[src/pkg/dma_status_pkg.sv]
// constants for the dma channel status monitor
// assumes a 32-bit axi4-lite register bus
package dma_status_pkg;
    localparam int num_channels = 16;
    localparam int num_levels = 4;
    localparam logic [7:0] off_irq_summary = 8'h24;
    localparam logic [7:0] off_busy_vector = 8'h28;
    localparam logic [7:0] off_pending_vector = 8'h2C;
    localparam logic [7:0] off_active_state = 8'h30;
    localparam logic [31:0] reset_value = 32'h00000000;
    localparam int pos_block_count = 16;
    localparam int pos_active_busy = 15;
    localparam int pos_active_index = 8;
    localparam int pos_level_exec = 0;
    localparam logic [1:0] resp_okay = 2'b00;
    localparam logic [1:0] resp_slverr = 2'b10;
endpackage

[src/rtl/dma_channel_status_monitor.sv]
// dma channel status monitor: per-channel vectors and active channel state
// assumes all event inputs come from controller logic on aclk
// What this block does
// (RULE1) a channel's interrupt summary bit is set while it has a pending interrupt.
// (RULE2) the summary bit clears when its interrupts are disabled or its sources cleared.
// (RULE3) a busy bit clears on trigger completion, bus error or channel disable.
// (RULE4) a busy bit sets when its channel starts a transfer.
// (RULE5) a pending bit clears on trigger start, bus error or channel disable.
// (RULE6) a pending bit sets while a transfer request waits on the channel.
// (RULE7) the active block count shows in bits 31:16 of the active state register.
// (RULE8) on a new grant the held count is written back to the previous channel.
// (RULE9) the active count is meaningful only while the active busy flag is set.
// (RULE10) the active busy flag clears once the count has been written back.
// (RULE11) the active busy flag sets when the next count is read from write-back memory.
// (RULE12) bits 12:8 hold the index of the channel in the active registers.
// (RULE13) that index updates on every new arbiter grant.
// (RULE14) a level indicator sets while any request at that level runs or waits.
// (RULE15) a level indicator clears when no request at that level runs or waits.
// (RULE16) writes have no effect and unused bits read zero.
//
// Our own choice: the AXI4-Lite slave port.
`timescale 1ns/1ps
`default_nettype none
module dma_channel_status_monitor
    import dma_status_pkg::*;
#(
    parameter int channels = num_channels,
    parameter int levels = num_levels
)
(
    input wire logic aclk,
    input wire logic aresetn,
    input wire logic [31:0] s_axi_awaddr,
    input wire logic s_axi_awvalid,
    output logic s_axi_awready,
    input wire logic [31:0] s_axi_wdata,
    input wire logic [3:0] s_axi_wstrb,
    input wire logic s_axi_wvalid,
    output logic s_axi_wready,
    output logic [1:0] s_axi_bresp,
    output logic s_axi_bvalid,
    input wire logic s_axi_bready,
    input wire logic [31:0] s_axi_araddr,
    input wire logic s_axi_arvalid,
    output logic s_axi_arready,
    output logic [31:0] s_axi_rdata,
    output logic [1:0] s_axi_rresp,
    output logic s_axi_rvalid,
    input wire logic s_axi_rready,
    input wire logic [channels-1:0] chan_irq_flags,
    input wire logic [channels-1:0] chan_irq_enables,
    input wire logic [channels-1:0] transfer_start,
    input wire logic [channels-1:0] trigger_complete,
    input wire logic [channels-1:0] trigger_start,
    input wire logic [channels-1:0] request_waiting,
    input wire logic [channels-1:0] bus_error,
    input wire logic [channels-1:0] chan_disable,
    input wire logic [2*channels-1:0] chan_level,
    input wire logic grant_valid,
    input wire logic [4:0] grant_index,
    input wire logic count_load,
    input wire logic [15:0] count_load_value,
    input wire logic count_update,
    input wire logic [15:0] count_update_value,
    output logic writeback_valid,
    output logic [4:0] writeback_index,
    output logic [15:0] writeback_count,
    input wire logic writeback_done
);
    logic [channels-1:0] chan_irq_pending_bit;
    logic [channels-1:0] chan_busy_bit;
    logic [channels-1:0] chan_waiting_bit;
    logic [15:0] active_block_count;
    logic active_chan_busy_flag;
    logic [4:0] active_chan_index;
    logic [levels-1:0] level_exec_indicator;
    logic [levels-1:0] next_level_exec;
    logic [channels-1:0][levels-1:0] chan_level_hit;
    logic aw_held;
    logic w_held;
    logic write_fire;
    logic read_fire;
    logic writeback_issue;
    logic [31:0] active_state_word;
    logic [31:0] next_rdata;
    logic [1:0] next_rresp;

    // summary follows enabled flags
    always_ff @(posedge aclk)
    begin
        if (!aresetn)
            chan_irq_pending_bit <= '0;
        else
            chan_irq_pending_bit <= chan_irq_flags & chan_irq_enables; // RULE1 RULE2
    end

    // busy and pending per channel; set wins over clear, except that trigger_start blocks the pending set
    genvar g;
    generate
        for (g = 0; g < channels; g = g + 1)
        begin : g_chan
            always_ff @(posedge aclk)
            begin
                if (!aresetn)
                    chan_busy_bit[g] <= 1'b0;
                else if (transfer_start[g])
                    chan_busy_bit[g] <= 1'b1; // RULE4
                else if (trigger_complete[g] || bus_error[g] || chan_disable[g])
                    chan_busy_bit[g] <= 1'b0; // RULE3
            end
            always_ff @(posedge aclk)
            begin
                if (!aresetn)
                    chan_waiting_bit[g] <= 1'b0;
                else if (request_waiting[g] && !trigger_start[g])
                    chan_waiting_bit[g] <= 1'b1; // RULE6
                else if (trigger_start[g] || bus_error[g] || chan_disable[g])
                    chan_waiting_bit[g] <= 1'b0; // RULE5
            end
        end
    endgenerate

    // one-hot level of each busy or pending channel
    generate
        for (g = 0; g < channels; g = g + 1)
        begin : g_level
            always_comb
            begin
                chan_level_hit[g] = '0;
                if (chan_busy_bit[g] || chan_waiting_bit[g])
                    chan_level_hit[g][chan_level[2*g +: 2]] = 1'b1; // RULE14
            end
        end
    endgenerate

    // level indicators gather every channel's contribution
    always_comb
    begin
        next_level_exec = '0;
        for (int c = 0; c < channels; c++)
        begin
            next_level_exec = next_level_exec | chan_level_hit[c]; // RULE14 RULE15
        end
    end

    always_ff @(posedge aclk)
    begin
        if (!aresetn)
            level_exec_indicator <= '0;
        else
            level_exec_indicator <= next_level_exec;
    end

    // active channel index and count
    always_ff @(posedge aclk)
    begin
        if (!aresetn)
            active_chan_index <= '0;
        else if (grant_valid)
            active_chan_index <= grant_index; // RULE13
    end

    always_ff @(posedge aclk)
    begin
        if (!aresetn)
            active_block_count <= '0;
        else if (count_load)
            active_block_count <= count_load_value;
        else if (count_update)
            active_block_count <= count_update_value;
    end

    // load sets the flag, write-back completion clears it
    always_ff @(posedge aclk)
    begin
        if (!aresetn)
            active_chan_busy_flag <= 1'b0;
        else if (count_load)
            active_chan_busy_flag <= 1'b1; // RULE11
        else if (writeback_done)
            active_chan_busy_flag <= 1'b0; // RULE10
    end

    // write-back request to previous channel on new grant
    assign writeback_issue = grant_valid && active_chan_busy_flag && !writeback_valid;

    always_ff @(posedge aclk)
    begin
        if (!aresetn)
        begin
            writeback_valid <= 1'b0;
            writeback_index <= '0;
            writeback_count <= '0;
        end
        else if (writeback_issue)
        begin
            writeback_valid <= 1'b1; // RULE8
            writeback_index <= active_chan_index;
            writeback_count <= active_block_count;
        end
        else if (writeback_done)
            writeback_valid <= 1'b0;
    end

    // axi write channel: accepted and discarded
    assign s_axi_awready = !aw_held && !s_axi_bvalid;
    assign s_axi_wready = !w_held && !s_axi_bvalid;
    assign write_fire = !s_axi_bvalid && (aw_held || s_axi_awvalid) && (w_held || s_axi_wvalid);

    // address half kept until its data arrives
    always_ff @(posedge aclk)
    begin
        if (!aresetn)
            aw_held <= 1'b0;
        else if (write_fire)
            aw_held <= 1'b0;
        else if (s_axi_awvalid && s_axi_awready)
            aw_held <= 1'b1;
    end

    // data half kept until its address arrives
    always_ff @(posedge aclk)
    begin
        if (!aresetn)
            w_held <= 1'b0;
        else if (write_fire)
            w_held <= 1'b0;
        else if (s_axi_wvalid && s_axi_wready)
            w_held <= 1'b1;
    end

    // one response once both halves are in
    always_ff @(posedge aclk)
    begin
        if (!aresetn)
            s_axi_bvalid <= 1'b0;
        else if (write_fire)
            s_axi_bvalid <= 1'b1;
        else if (s_axi_bready)
            s_axi_bvalid <= 1'b0;
    end

    // read-only registers: every write answered okay, contents unchanged
    always_ff @(posedge aclk)
    begin
        if (!aresetn)
            s_axi_bresp <= resp_okay;
        else if (write_fire)
            s_axi_bresp <= resp_okay; // RULE16
    end

    // active state word: count, busy flag, index, level bits, rest zero
    always_comb
    begin
        active_state_word = reset_value;
        active_state_word[pos_block_count +: 16] = active_block_count; // RULE7 RULE9
        active_state_word[pos_active_busy] = active_chan_busy_flag;
        active_state_word[pos_active_index +: 5] = active_chan_index; // RULE12
        active_state_word[pos_level_exec +: levels] = level_exec_indicator;
    end

    // read decode, unused bits stay zero
    always_comb
    begin
        next_rdata = reset_value;
        next_rresp = resp_okay;
        case (s_axi_araddr[7:0])
            off_irq_summary: next_rdata[channels-1:0] = chan_irq_pending_bit;
            off_busy_vector: next_rdata[channels-1:0] = chan_busy_bit;
            off_pending_vector: next_rdata[channels-1:0] = chan_waiting_bit;
            off_active_state: next_rdata = active_state_word;
            default: next_rresp = resp_slverr; // RULE16
        endcase
    end

    assign s_axi_arready = !s_axi_rvalid;
    assign read_fire = s_axi_arvalid && s_axi_arready;

    // read answer stands until the master takes it
    always_ff @(posedge aclk)
    begin
        if (!aresetn)
            s_axi_rvalid <= 1'b0;
        else if (read_fire)
            s_axi_rvalid <= 1'b1;
        else if (s_axi_rready)
            s_axi_rvalid <= 1'b0;
    end

    // read data captured as the address is taken
    always_ff @(posedge aclk)
    begin
        if (!aresetn)
        begin
            s_axi_rdata <= reset_value;
            s_axi_rresp <= resp_okay;
        end
        else if (read_fire)
        begin
            s_axi_rdata <= next_rdata;
            s_axi_rresp <= next_rresp;
        end
    end
endmodule // dma_channel_status_monitor
`default_nettype wire

[config.mk]
export PLATFORM = sky130hd
export DESIGN_NAME = dma_channel_status_monitor
export DESIGN_NICKNAME = d
export VERILOG_FILES = /design/src/pkg/dma_status_pkg.sv /design/src/rtl/dma_channel_status_monitor.sv
export SDC_FILE = /design/constraint.sdc
export NUM_CORES = 1
export LEC_CHECK = 0
export BUFFER_PORTS_ARGS = -buffer_cell sky130_fd_sc_hd__buf_2
export CORE_AREA = 2 2 146 148
export DETAILED_ROUTE_END_ITERATION = 6
export DIE_AREA = 0 0 148 150
export HOLD_SLACK_MARGIN = 0.15
export PLACE_DENSITY = 0.6
export SYNTH_ARGS = -nofsm -noshare
export SYNTH_HDL_FRONTEND = slang
export SYNTH_SLANG_ARGS = --single-unit
[constraint.sdc]
create_clock -name aclk -period 3.6 [get_ports aclk]
set_input_delay 0.36 -clock aclk [delete_from_list [all_inputs] [get_ports aclk]]
set_output_delay 0.36 -clock aclk [all_outputs]
set_load 0.1 [all_outputs]
==> results of run 1 <==
==> routing by layer <==
metal / part of all wire, % / up-vias
met4: 2.4 / 2
met5: 0.060 / -
li1: - / 2982
met1: 46 / 2710
met2: 46 / 216
met3: 6.0 / 34
==> synth_stat cells <==
cell,count,area (um^2)
nor4_1,5,31.28
nand2_1,45,168.9
xor2_1,1,8.760
and3b_1,1,8.760
a22o_2,4,40.04
o22a_1,1,8.760
a211oi_1,1,7.510
mux2_2,6,67.56
or3_4,1,11.26
clkbuf_1,27,101.4
inv_1,33,123.9
o211ai_1,2,15.01
buf_1,5,18.77
nor3_1,28,140.1
dfxtp_1,133,2663
nor2b_1,2,12.51
conb_1,1,3.750
or2_2,5,31.28
a31oi_1,19,118.9
o21ai_0,18,90.09
o22ai_1,20,125.1
a22oi_1,36,270.3
a22o_1,18,157.7
nor3_4,2,32.53
a21oi_1,60,300.3
o32ai_1,14,122.6
or4_1,1,7.510
o41a_1,1,11.26
buf_6,1,11.26
nand2b_1,4,25.02
and3_1,16,100.1
inv_2,1,3.750
or2_4,1,8.760
or4_4,1,11.26
mux2i_1,21,210.2
nor4b_4,1,23.77
nor3b_1,1,7.510
buf_4,4,30.03
o21a_1,1,7.510
buf_2,2,10.01
nand3_1,1,5.000
nor2_1,117,439.2
a221oi_1,1,8.760
==> registers in the layout, indices dropped and copies added, names as in the netlist, 4 cells and up <==
signal                cells
chan_busy_bit            16
level_exec_indicator      4
active_chan_index         5
chan_waiting_bit         16
writeback_count          16
s_axi_rdata              32
writeback_index           5
active_block_count       16
chan_irq_pending_bit     16
==> cells by family (layout without fill, tap and decap cells) <==
kind of cell           count (synthesis)  count (layout)  share of synthesized area, %
multiplexers                          27              27                         4.960
XOR/XNOR                               1               1                        0.1564
buffers and inverters                 73             383                         5.340
AO/OA/AOI/OAI                        196             196                         22.92
AND/OR/NAND/NOR                      232             232                         19.01
flip-flops                           133             133                         47.54
other                                  1               5                       0.06696
==> path summary, 6_finish.rpt <==
kind | end | slack (ps)
max | s_axi_arready | 1870
min | chan_irq_pending_bit[13]$_SDFF_PN0_ | 170
max reg2reg | level_exec_indicator[3]$_SDFF_PN0_ | 1870
min reg2reg | writeback_index[0]$_SDFFE_PN0P_ | 450
==> report_power, final <==
part	internal (W)	switching, W	total (W)
clock network	0.00138	0.000701	0.00208
logic	0.000211	0.000321	0.000531
registers	0.00153	0.0000512	0.00158
==> metrics by stage <==
stage | setup WS [ps] | hold slack, ps
after floorplan | 841.3 | 439.3
after global placement | 1538 | 439.3
after detailed placement | 1525 | 443.9
after CTS | 1851 | 151.2
after global routing | 1751 | 168.3
final | 1866 | 166.5
==> critical path: stages (launching register included) <==
cell     delay [ps]
dfxtp_1         330
inv_1           160
buf_2           460
==> cell type report <==
type                    instances  area, um^2  share of cell area (%)
diodes                          2       5.005                 0.06057
clock buffers                  18       429.2                   5.194
clock inverters                14       270.3                   3.271
inverters                      34       128.9                   1.560
multi-input cells             459        2646                   32.03
flip-flops and latches        133        2663                   32.22
well taps                     275       344.1                   4.164
repair buffers                317        1777                   21.50
==> run_results.csv, run 1 <==
group,metric,value,unit
floorplan,ioPinCount,371,
layout,syn_to_final_growth,47.54,%
worst_setup_path,reg2reg_depth,4,
global_route,grt_pass1_vias,5634,
worst_setup_path,critPathKind,"reg2out",
global_route,grt_max_degree,42,
clocking,path_clk_slew,60,ps
worst_setup_path,start_kind,"register",
floorplan,die_y,150,um
timing,worst_slew_pin_slew,710.8,ps
layout,final_util,39.94,%
place,placed_cells,1184,
global_route,use_met3,4.756,%
timing,period_minus_slack,1734,ps
worst_setup_path,crit_arrival,1370,ps
layout,nNetsFinal,1270,
place,hpwlAfterDp,16800,um
clocking,clock_latency,430,ps
layout,fillerInstances,2164,
timing,fmax,576.7,MHz
timing,drv_slew,0,
clocking,htree_levels,4,
layout,most-common-layout-cells,"buf_2, dfxtp_1, nor2_1, a21oi_1, nand2_1",
timing,fin_skew,10.61,ps
layout,stdcell_count,1252,
worst_setup_path,cp-startpoint,"s_axi_rvalid$_SDFFE_PN0P_",
global_route,antenna_found_initial,3,
global_route,grt.overflow.total,0,
clocking,cts_buffers,17,
timing,period_share,48.17,%
floorplan,initial_core_util,27.07,%
layout,drive_gt1_share,34.46,%
global_route,grt_most_used_layer,"met2",
timing,setup_viol,0,
detailed_routing,drtIter0Drc,320,
worst_setup_path,end_kind,"output pin",
place,dpl_cell_area,0.007218,mm^2
logic_synthesis,syn-cell-area,0.005600,mm^2
global_route,met2_usage,30.65,%
flow_run,maxCapViolations,0,
global_route,grt_use_total,19.23,%
timing,rsz0062_at_grt,"no",
layout,final_cell_area,0.008263,mm^2
clocking,root_buffer,"clkbuf_16",
place,place_congestion,0.9161,
floorplan,coreArea,0.02069,mm^2
floorplan,rows,53,
power,vdd_drop_max,0.0002942,V
min_path,hold_path.class,"in2reg",
outcome,status,"finished clean",
detailed_routing,route.detailed.drc,0,
logic_synthesis,yosysWarnings,0,
min_path,hp-start,"chan_irq_flags[13]",
timing,hold_violations,0,
clocking,cts.repair.resized,0,
detailed_routing,via_per_inst,4.748,
floorplan,die_area,0.02220,mm^2
global_route,met1_usage,25.33,%
global_route,grt_pass1_wl,32130,um
floorplan,fp.dieW,148,um
clocking,clk_path_buf_depth,2,
timing,slew_headroom,52.52,%
detailed_routing,drtAntennaViolNets,0,
clocking,post-cts-setup-buffer-count,0,
place,port_buffers,275,
power,power,0.004193,W
layout,layout_commonest_cell,"buf_2",
clocking,cts_tree,"built",
worst_setup_path,cp_max_fo,4,
power,p_leak,3.823,nW
logic_synthesis,yosysSeqAreaShare,47.54,%
detailed_routing,wl,21790,um
timing,setup-tns-final,0,ps
logic_synthesis,synthCells,663,
detailed_routing,drtPass1Iterations,5,
worst_setup_path,rr_startpoint,"chan_busy_bit[13]$_SDFFE_PN0P_",
min_path,hold_path_depth,2,
power,power_density,507.5,mW/mm^2
clocking,cts.sinks,133,
clocking,cts.hold.buffers_added,34,
logic_synthesis,ys_types,43,
detailed_routing,vias,5944,
detailed_routing,wl_per_cell,17.40,um
logic_synthesis,ys_seq_elements,133,
logic_synthesis,avgSynthCellArea,8.447,um^2
worst_setup_path,cp.required,3240,ps
No activity file was read; power rests on OpenSTA's default activity.
==> run 2: changes to the inputs <==
- clock period: 3.6 -> 1.8 ns (I/O delays scaled with it)
==> run 2 against run 1 <==
Compared with the run above:
- sequential share of layout area fell by 4.0 points
- critical path depth is 2 higher
- utilization is 5.8 points higher
- total power increased by 89%
- count of clock-buffer cells in the layout stayed put
- hold slack improved by 0.79 ps
- register-to-register slack lost 1700 ps
- clock power rose by 65%
- critical path type is now reg2reg
- critical endpoint is now level_exec_indicator[3]$_SDFF_PN0_
- largest power group unchanged
==> run_results.csv, run 2 (synthesis gave the netlist of run 1 again) <==
group,metric,value,unit
power,p_leak,4.394,nW
worst_setup_path,crit_arrival,1960,ps
place,port_buffers,275,
place,dpl_cell_area,0.007437,mm^2
clocking,cts_buffers,17,
power,power.internal,0.005733,W
clocking,root_buffer,"clkbuf_16",
detailed_routing,vias,6481,
global_route,grt_pass1_vias,6413,
power,power_density,837.8,mW/mm^2
worst_setup_path,critPathBufInv,0,
layout,most-common-layout-cells,"buf_2, dlygate4sd3_1, dfxtp_1, nor2_1, a21oi_1",
layout,final_util,45.72,%
worst_setup_path,critPathSlowestCell,"or4_1",
timing,hold_violations,0,
global_route,grt.overflow.total,0,
global_route,grt_use_total,20.69,%
layout,fillerInstances,2063,
timing,slew_headroom,24.58,%
layout,multi_input_area,0.002668,mm^2
floorplan,ioPinCount,371,
worst_setup_path,start_kind,"register",
detailed_routing,route.detailed.drc,0,
floorplan,rows,53,
floorplan,fp.dieW,148,um
min_path,hold_path.class,"in2reg",
floorplan,initial_core_util,27.07,%
layout,final_cell_area,0.009460,mm^2
layout,largest_reg_flops,32,
detailed_routing,drtIter0Drc,347,
clocking,path_clk_slew,60,ps
worst_setup_path,slowest_delay,490,ps
outcome,status,"finished clean",
layout,nNetsFinal,1402,
power,pwr-share-seq,39.7,%
layout,syn_to_final_growth,68.92,%
timing,fmax,596.9,MHz
power,p_clk_share,43.4,%
timing,fin_skew,9.727,ps
clocking,cts.sinks,133,
layout,top_register,"s_axi_rdata",
place,place_congestion,0.8902,
detailed_routing,wl,23340,um
detailed_routing,drtAntennaViolNets,0,
clocking,htree_levels,4,
global_route,grt_max_degree,79,
timing,whs,167.2,ps
layout,regArea,0.002666,mm^2
floorplan,die_y,150,um
min_path,hp-start,"chan_level[18]",
power,p_sw,0.002193,W
worst_setup_path,cp_cell_sequence,"o21ai_0, o22ai_1, or4_1, o41a_1",
place,hpwlAfterDp,17110,um
power,comb_power_share,16.9,%
timing,setup_viol,0,
worst_setup_path,critPathKind,"reg2reg",
layout,drive_gt1_share,32.82,%
worst_setup_path,cp_max_fo,2,
worst_setup_path,end_kind,"register",
worst_setup_path,cp-startpoint,"chan_waiting_bit[2]$_SDFFE_PN0P_",
global_route,grt_pass1_wl,35090,um
worst_setup_path,rr_startpoint,"chan_waiting_bit[2]$_SDFFE_PN0P_",
layout,layout_commonest_cell,"buf_2",
global_route,antenna_found_initial,3,
detailed_routing,wl_per_cell,16.88,um
clocking,clock_latency,420,ps
worst_setup_path,cp.required,2090,ps
timing,worst_slew_pin_slew,1129,ps
clocking,cts_tree,"built",
timing,period_share,93.07,%
timing,period_minus_slack,1675,ps
flow_run,maxCapViolations,0,
power,vdd_drop_max,0.0006106,V
floorplan,coreArea,0.02069,mm^2
timing,rsz0062_at_grt,"no",
floorplan,die_area,0.02220,mm^2
power,switching_share,27.67,%
timing,drv_slew,0,
detailed_routing,drtPass1Iterations,7,
worst_setup_path,critical_path.top_delay_family,"compound AO/OA/AOI/OAI gates",
detailed_routing,via_per_inst,4.686,
timing,setup-tns-final,0,ps
clocking,clk_path_buf_depth,2,
[run 2: changes by cell type in the layout (fill, tap and decap cells not counted), sizes merged]
cell / change
buf: +22
bufinv: -5
clkinvlp: +4
dlygate4sd3: +110
[run 2: metrics by stage]
step / setup WS [ps] / total power, W / std cells
final: 124.7 / 0.007926 / 1383
after global routing: 32.79 / 0.008262 / 1382
after CTS: 54.43 / 0.007986 / 1381
after global placement: -11.85 / 0.004275 / 1206
after detailed placement: -13.22 / 0.004281 / 1206
after floorplan: -52.35 / 0.003796 / 665
[run 2: routing by layer]
metal | vias up | track usage [%] | share of wire (%)
li1 | 3231 | - | -
met1 | 2976 | 27.96 | 46
met2 | 231 | 32.18 | 45
met3 | 41 | 5.091 | 6.2
met4 | 2 | 7.238 | 2.4
met5 | - | 0 | 0.051
[run 2: cell type report]
cell class | instances | area share, %
Timing Repair Buffer | 449 | 32.43
Multi-Input combinational cell | 459 | 28.20
Sequential cell | 133 | 28.18
Clock buffer | 18 | 4.536
Tap cell | 275 | 3.637
Clock inverter | 13 | 1.561
Inverter | 34 | 1.402
Antenna cell | 2 | 0.05290
[run 2: worst register-to-register path, delay by kind of cell (launching register included)]
family           cells  cell delay [ps]
AO/OA/AOI/OAI        3              750
AND/OR/NAND/NOR      1              490
flip-flops           1              310
[run 2: path summary, 6_finish.rpt]
check,to,slack [ps],depth (start not counted)
hold reg to reg,writeback_index[1]$_SDFFE_PN0P_,450,2
setup reg to reg,level_exec_indicator[3]$_SDFF_PN0_,120,4
setup / recovery,level_exec_indicator[3]$_SDFF_PN0_,120,4
hold / removal,level_exec_indicator[2]$_SDFF_PN0_,170,4
[run 2: power groups by stage]
stage | clock, W | combinational (W) | sequential [W]
2_1_floorplan | 0 | 0.000501 | 0.00329
6_report | 0.00344 | 0.00134 | 0.00315
3_5_place_dp | 0 | 0.00107 | 0.00321
4_1_cts | 0.00351 | 0.00133 | 0.00315
5_1_grt | 0.00365 | 0.00145 | 0.00316
3_3_place_gp | 0 | 0.00107 | 0.00321
[run 2: timing repair]
item / 4_1_cts / 5_1_grt
hold endpoints to repair: 77 / 0
hold buffers: 144 / 0
endpoints found under the setup margin: 0 / 1
gates resized for setup: 0 / 1
buffers inserted: 0 / 0
==> run 3: changes to the inputs <==
- BUFFER_PORTS_ARGS: -buffer_cell sky130_fd_sc_hd__buf_2 -> not set
- DONT_BUFFER_PORTS: not set -> 1
- PLACE_DENSITY: 0.6 -> 0.45
==> run 3 against run 2 <==
Compared with the run above:
- count of clock-buffer cells in the layout is the same
- hold slack gained 6.8 ps
- highest routed layer is now met4
- die area is the same
- combinational power shrank 14%
- maximum frequency shrank 3.6%
- wire length shrank 2.2%
- register-to-register slack lost 60 ps
==> run_results.csv, run 3 (synthesis gave the netlist of run 1 again) <==
group,metric,value,unit
detailed_routing,wl,22820,um
min_path,hold_path.class,"in2reg",
timing,hold_violations,0,
floorplan,fp.dieW,148,um
floorplan,initial_core_util,27.07,%
clocking,cts_buffers,17,
global_route,grt_use_total,20.15,%
worst_setup_path,cp.required,2080,ps
timing,fin_skew,7.804,ps
worst_setup_path,r2r-end,"level_exec_indicator[1]$_SDFF_PN0_",
place,hpwlAfterDp,16240,um
clocking,path_clk_slew,60,ps
power,vdd_drop_max,0.0006655,V
power,p_leak,3.702,nW
detailed_routing,drtPass1Iterations,5,
layout,layout_commonest_cell,"dlygate4sd3_1",
global_route,grt_pass1_vias,6393,
floorplan,rows,53,
layout,stdcell_count,1200,
clocking,root_buffer,"clkbuf_16",
power,power,0.007841,W
clocking,post-cts-setup-buffer-count,0,
worst_setup_path,critPathKind,"reg2reg",
layout,drive_gt1_share,15.04,%
timing,worst_slew_pin_slew,1118,ps
layout,regArea,0.002666,mm^2
worst_setup_path,rrSetupSlack,60,ps
timing,slew_headroom,25.20,%
layout,nNetsFinal,1219,
floorplan,die_area,0.02220,mm^2
outcome,status,"finished clean",
clocking,cts_tree,"built",
worst_setup_path,cp-startpoint,"chan_waiting_bit[3]$_SDFFE_PN0P_",
clocking,clock_latency,410,ps
timing,period_minus_slack,1738,ps
clocking,htree_levels,4,
flow_run,maxCapViolations,0,
global_route,grt_pass1_wl,33780,um
detailed_routing,route.detailed.drc,0,
place,place_congestion,0.8802,
power,power_density,878.8,mW/mm^2
worst_setup_path,cp_max_fo,4,
detailed_routing,via_per_inst,5.010,
timing,period_share,96.57,%
floorplan,coreArea,0.02069,mm^2
detailed_routing,drtAntennaViolNets,0,
clocking,clk_path_buf_depth,2,
worst_setup_path,end_kind,"register",
detailed_routing,wl_per_cell,19.02,um
global_route,grt_max_degree,75,
worst_setup_path,cp-endpoint,"level_exec_indicator[1]$_SDFF_PN0_",
worst_setup_path,crit_arrival,2020,ps
detailed_routing,drtIter0Drc,260,
detailed_routing,vias,6012,
timing,fmax,575.3,MHz
layout,multi_input_area,0.002668,mm^2
floorplan,ioPinCount,371,
layout,largest_reg_flops,32,
worst_setup_path,start_kind,"register",
layout,most-common-layout-cells,"dlygate4sd3_1, dfxtp_1, nor2_1, buf_4, a21oi_1",
place,dp_slack,86.58,ps
worst_setup_path,rr_startpoint,"chan_waiting_bit[3]$_SDFFE_PN0P_",
layout,top_register,"s_axi_rdata",
layout,fillerInstances,2036,
floorplan,die_y,150,um
timing,setup_ws,61.75,ps
timing,drv_slew,0,
worst_setup_path,reg2reg_depth,5,
global_route,grt.overflow.total,0,
timing,rsz0062_at_grt,"no",
place,placed_cells,981,
place,port_buffers,0,
global_route,antenna_found_initial,1,
layout,syn_to_final_growth,59.32,%
timing,setup_viol,0,
clocking,cts.sinks,133,
[run 3: changes by cell type in the layout (fill, tap and decap cells not counted), moves of 2 or more]
cell,previous run,this run
inv_8,1,3
dlygate4sd3_1,144,186
buf_4,28,75
buf_2,275,0
buf_12,2,4
[run 3: cell type report]
| class | count | share of cell area, % |
|---|---|---|
| well taps | 275 | 3.856 |
| multi-input cells | 459 | 29.90 |
| inverters | 34 | 1.486 |
| flip-flops and latches | 133 | 29.88 |
| diodes | 1 | 0.02805 |
| repair buffers | 266 | 28.20 |
| clock buffers | 18 | 4.810 |
| clock inverters | 14 | 1.837 |
[run 3: worst min path at each step]
stage                startpoint                               end  slack [ps]  cells past startpoint
2_1_floorplan  trigger_start[0]  chan_waiting_bit[0]$_SDFFE_PN0P_         260                      1
3_3_place_gp   trigger_start[5]  chan_waiting_bit[5]$_SDFFE_PN0P_         260                      1
3_5_place_dp   trigger_start[4]  chan_waiting_bit[4]$_SDFFE_PN0P_         260                      1
4_1_cts                 aresetn      s_axi_rdata[15]$_SDFFE_PN0P_         150                      3
5_1_grt                 aresetn       s_axi_rdata[4]$_SDFFE_PN0P_         170                      3
6_report                aresetn      s_axi_rdata[15]$_SDFFE_PN0P_         170                      3
[run 3: where the power goes]
group	switching (W)	total [W]	internal, W
Combinational	0.000605	0.00115	0.000546
Clock	0.00144	0.00353	0.00209
Sequential	0.0000994	0.00316	0.00306
[run 3: repair_timing]
item                       4_1_cts  5_1_grt
hold buffers                   186        0
gates resized for setup          0        3
setup endpoints to repair        0        4
hold endpoints to repair        92        0
[run 3: worst max-delay path, cell delays in order (launching register included)]
cell and delay [ps]:
dfxtp_1 370, nor2_1 220, o32ai_1 110, a221oi_1 240
dlygate4sd3_1 590, a31oi_1 70
[run 3: metrics by stage]
step,instance area [um^2],hold slack [ps],setup TNS [ps],util (%)
floorplan,5647,259.3,-662.9,-
global placement,6461,260.7,0,31.23
detailed placement,6461,262.6,0,31.23
CTS,8916,150.3,0,43.09
global route,8922,172.3,0,43.12
finish,8922,174.0,0,43.12
[run 3: per-layer routing]
layer / up-vias / global-route usage, % / wire (um)
met3: 39 / 7.134 / 1937
li1: 2867 / - / -
met4: 0 / 8.619 / 710
met1: 2829 / 21.19 / 8630
met5: - / 0 / 0
met2: 277 / 36.41 / 11540
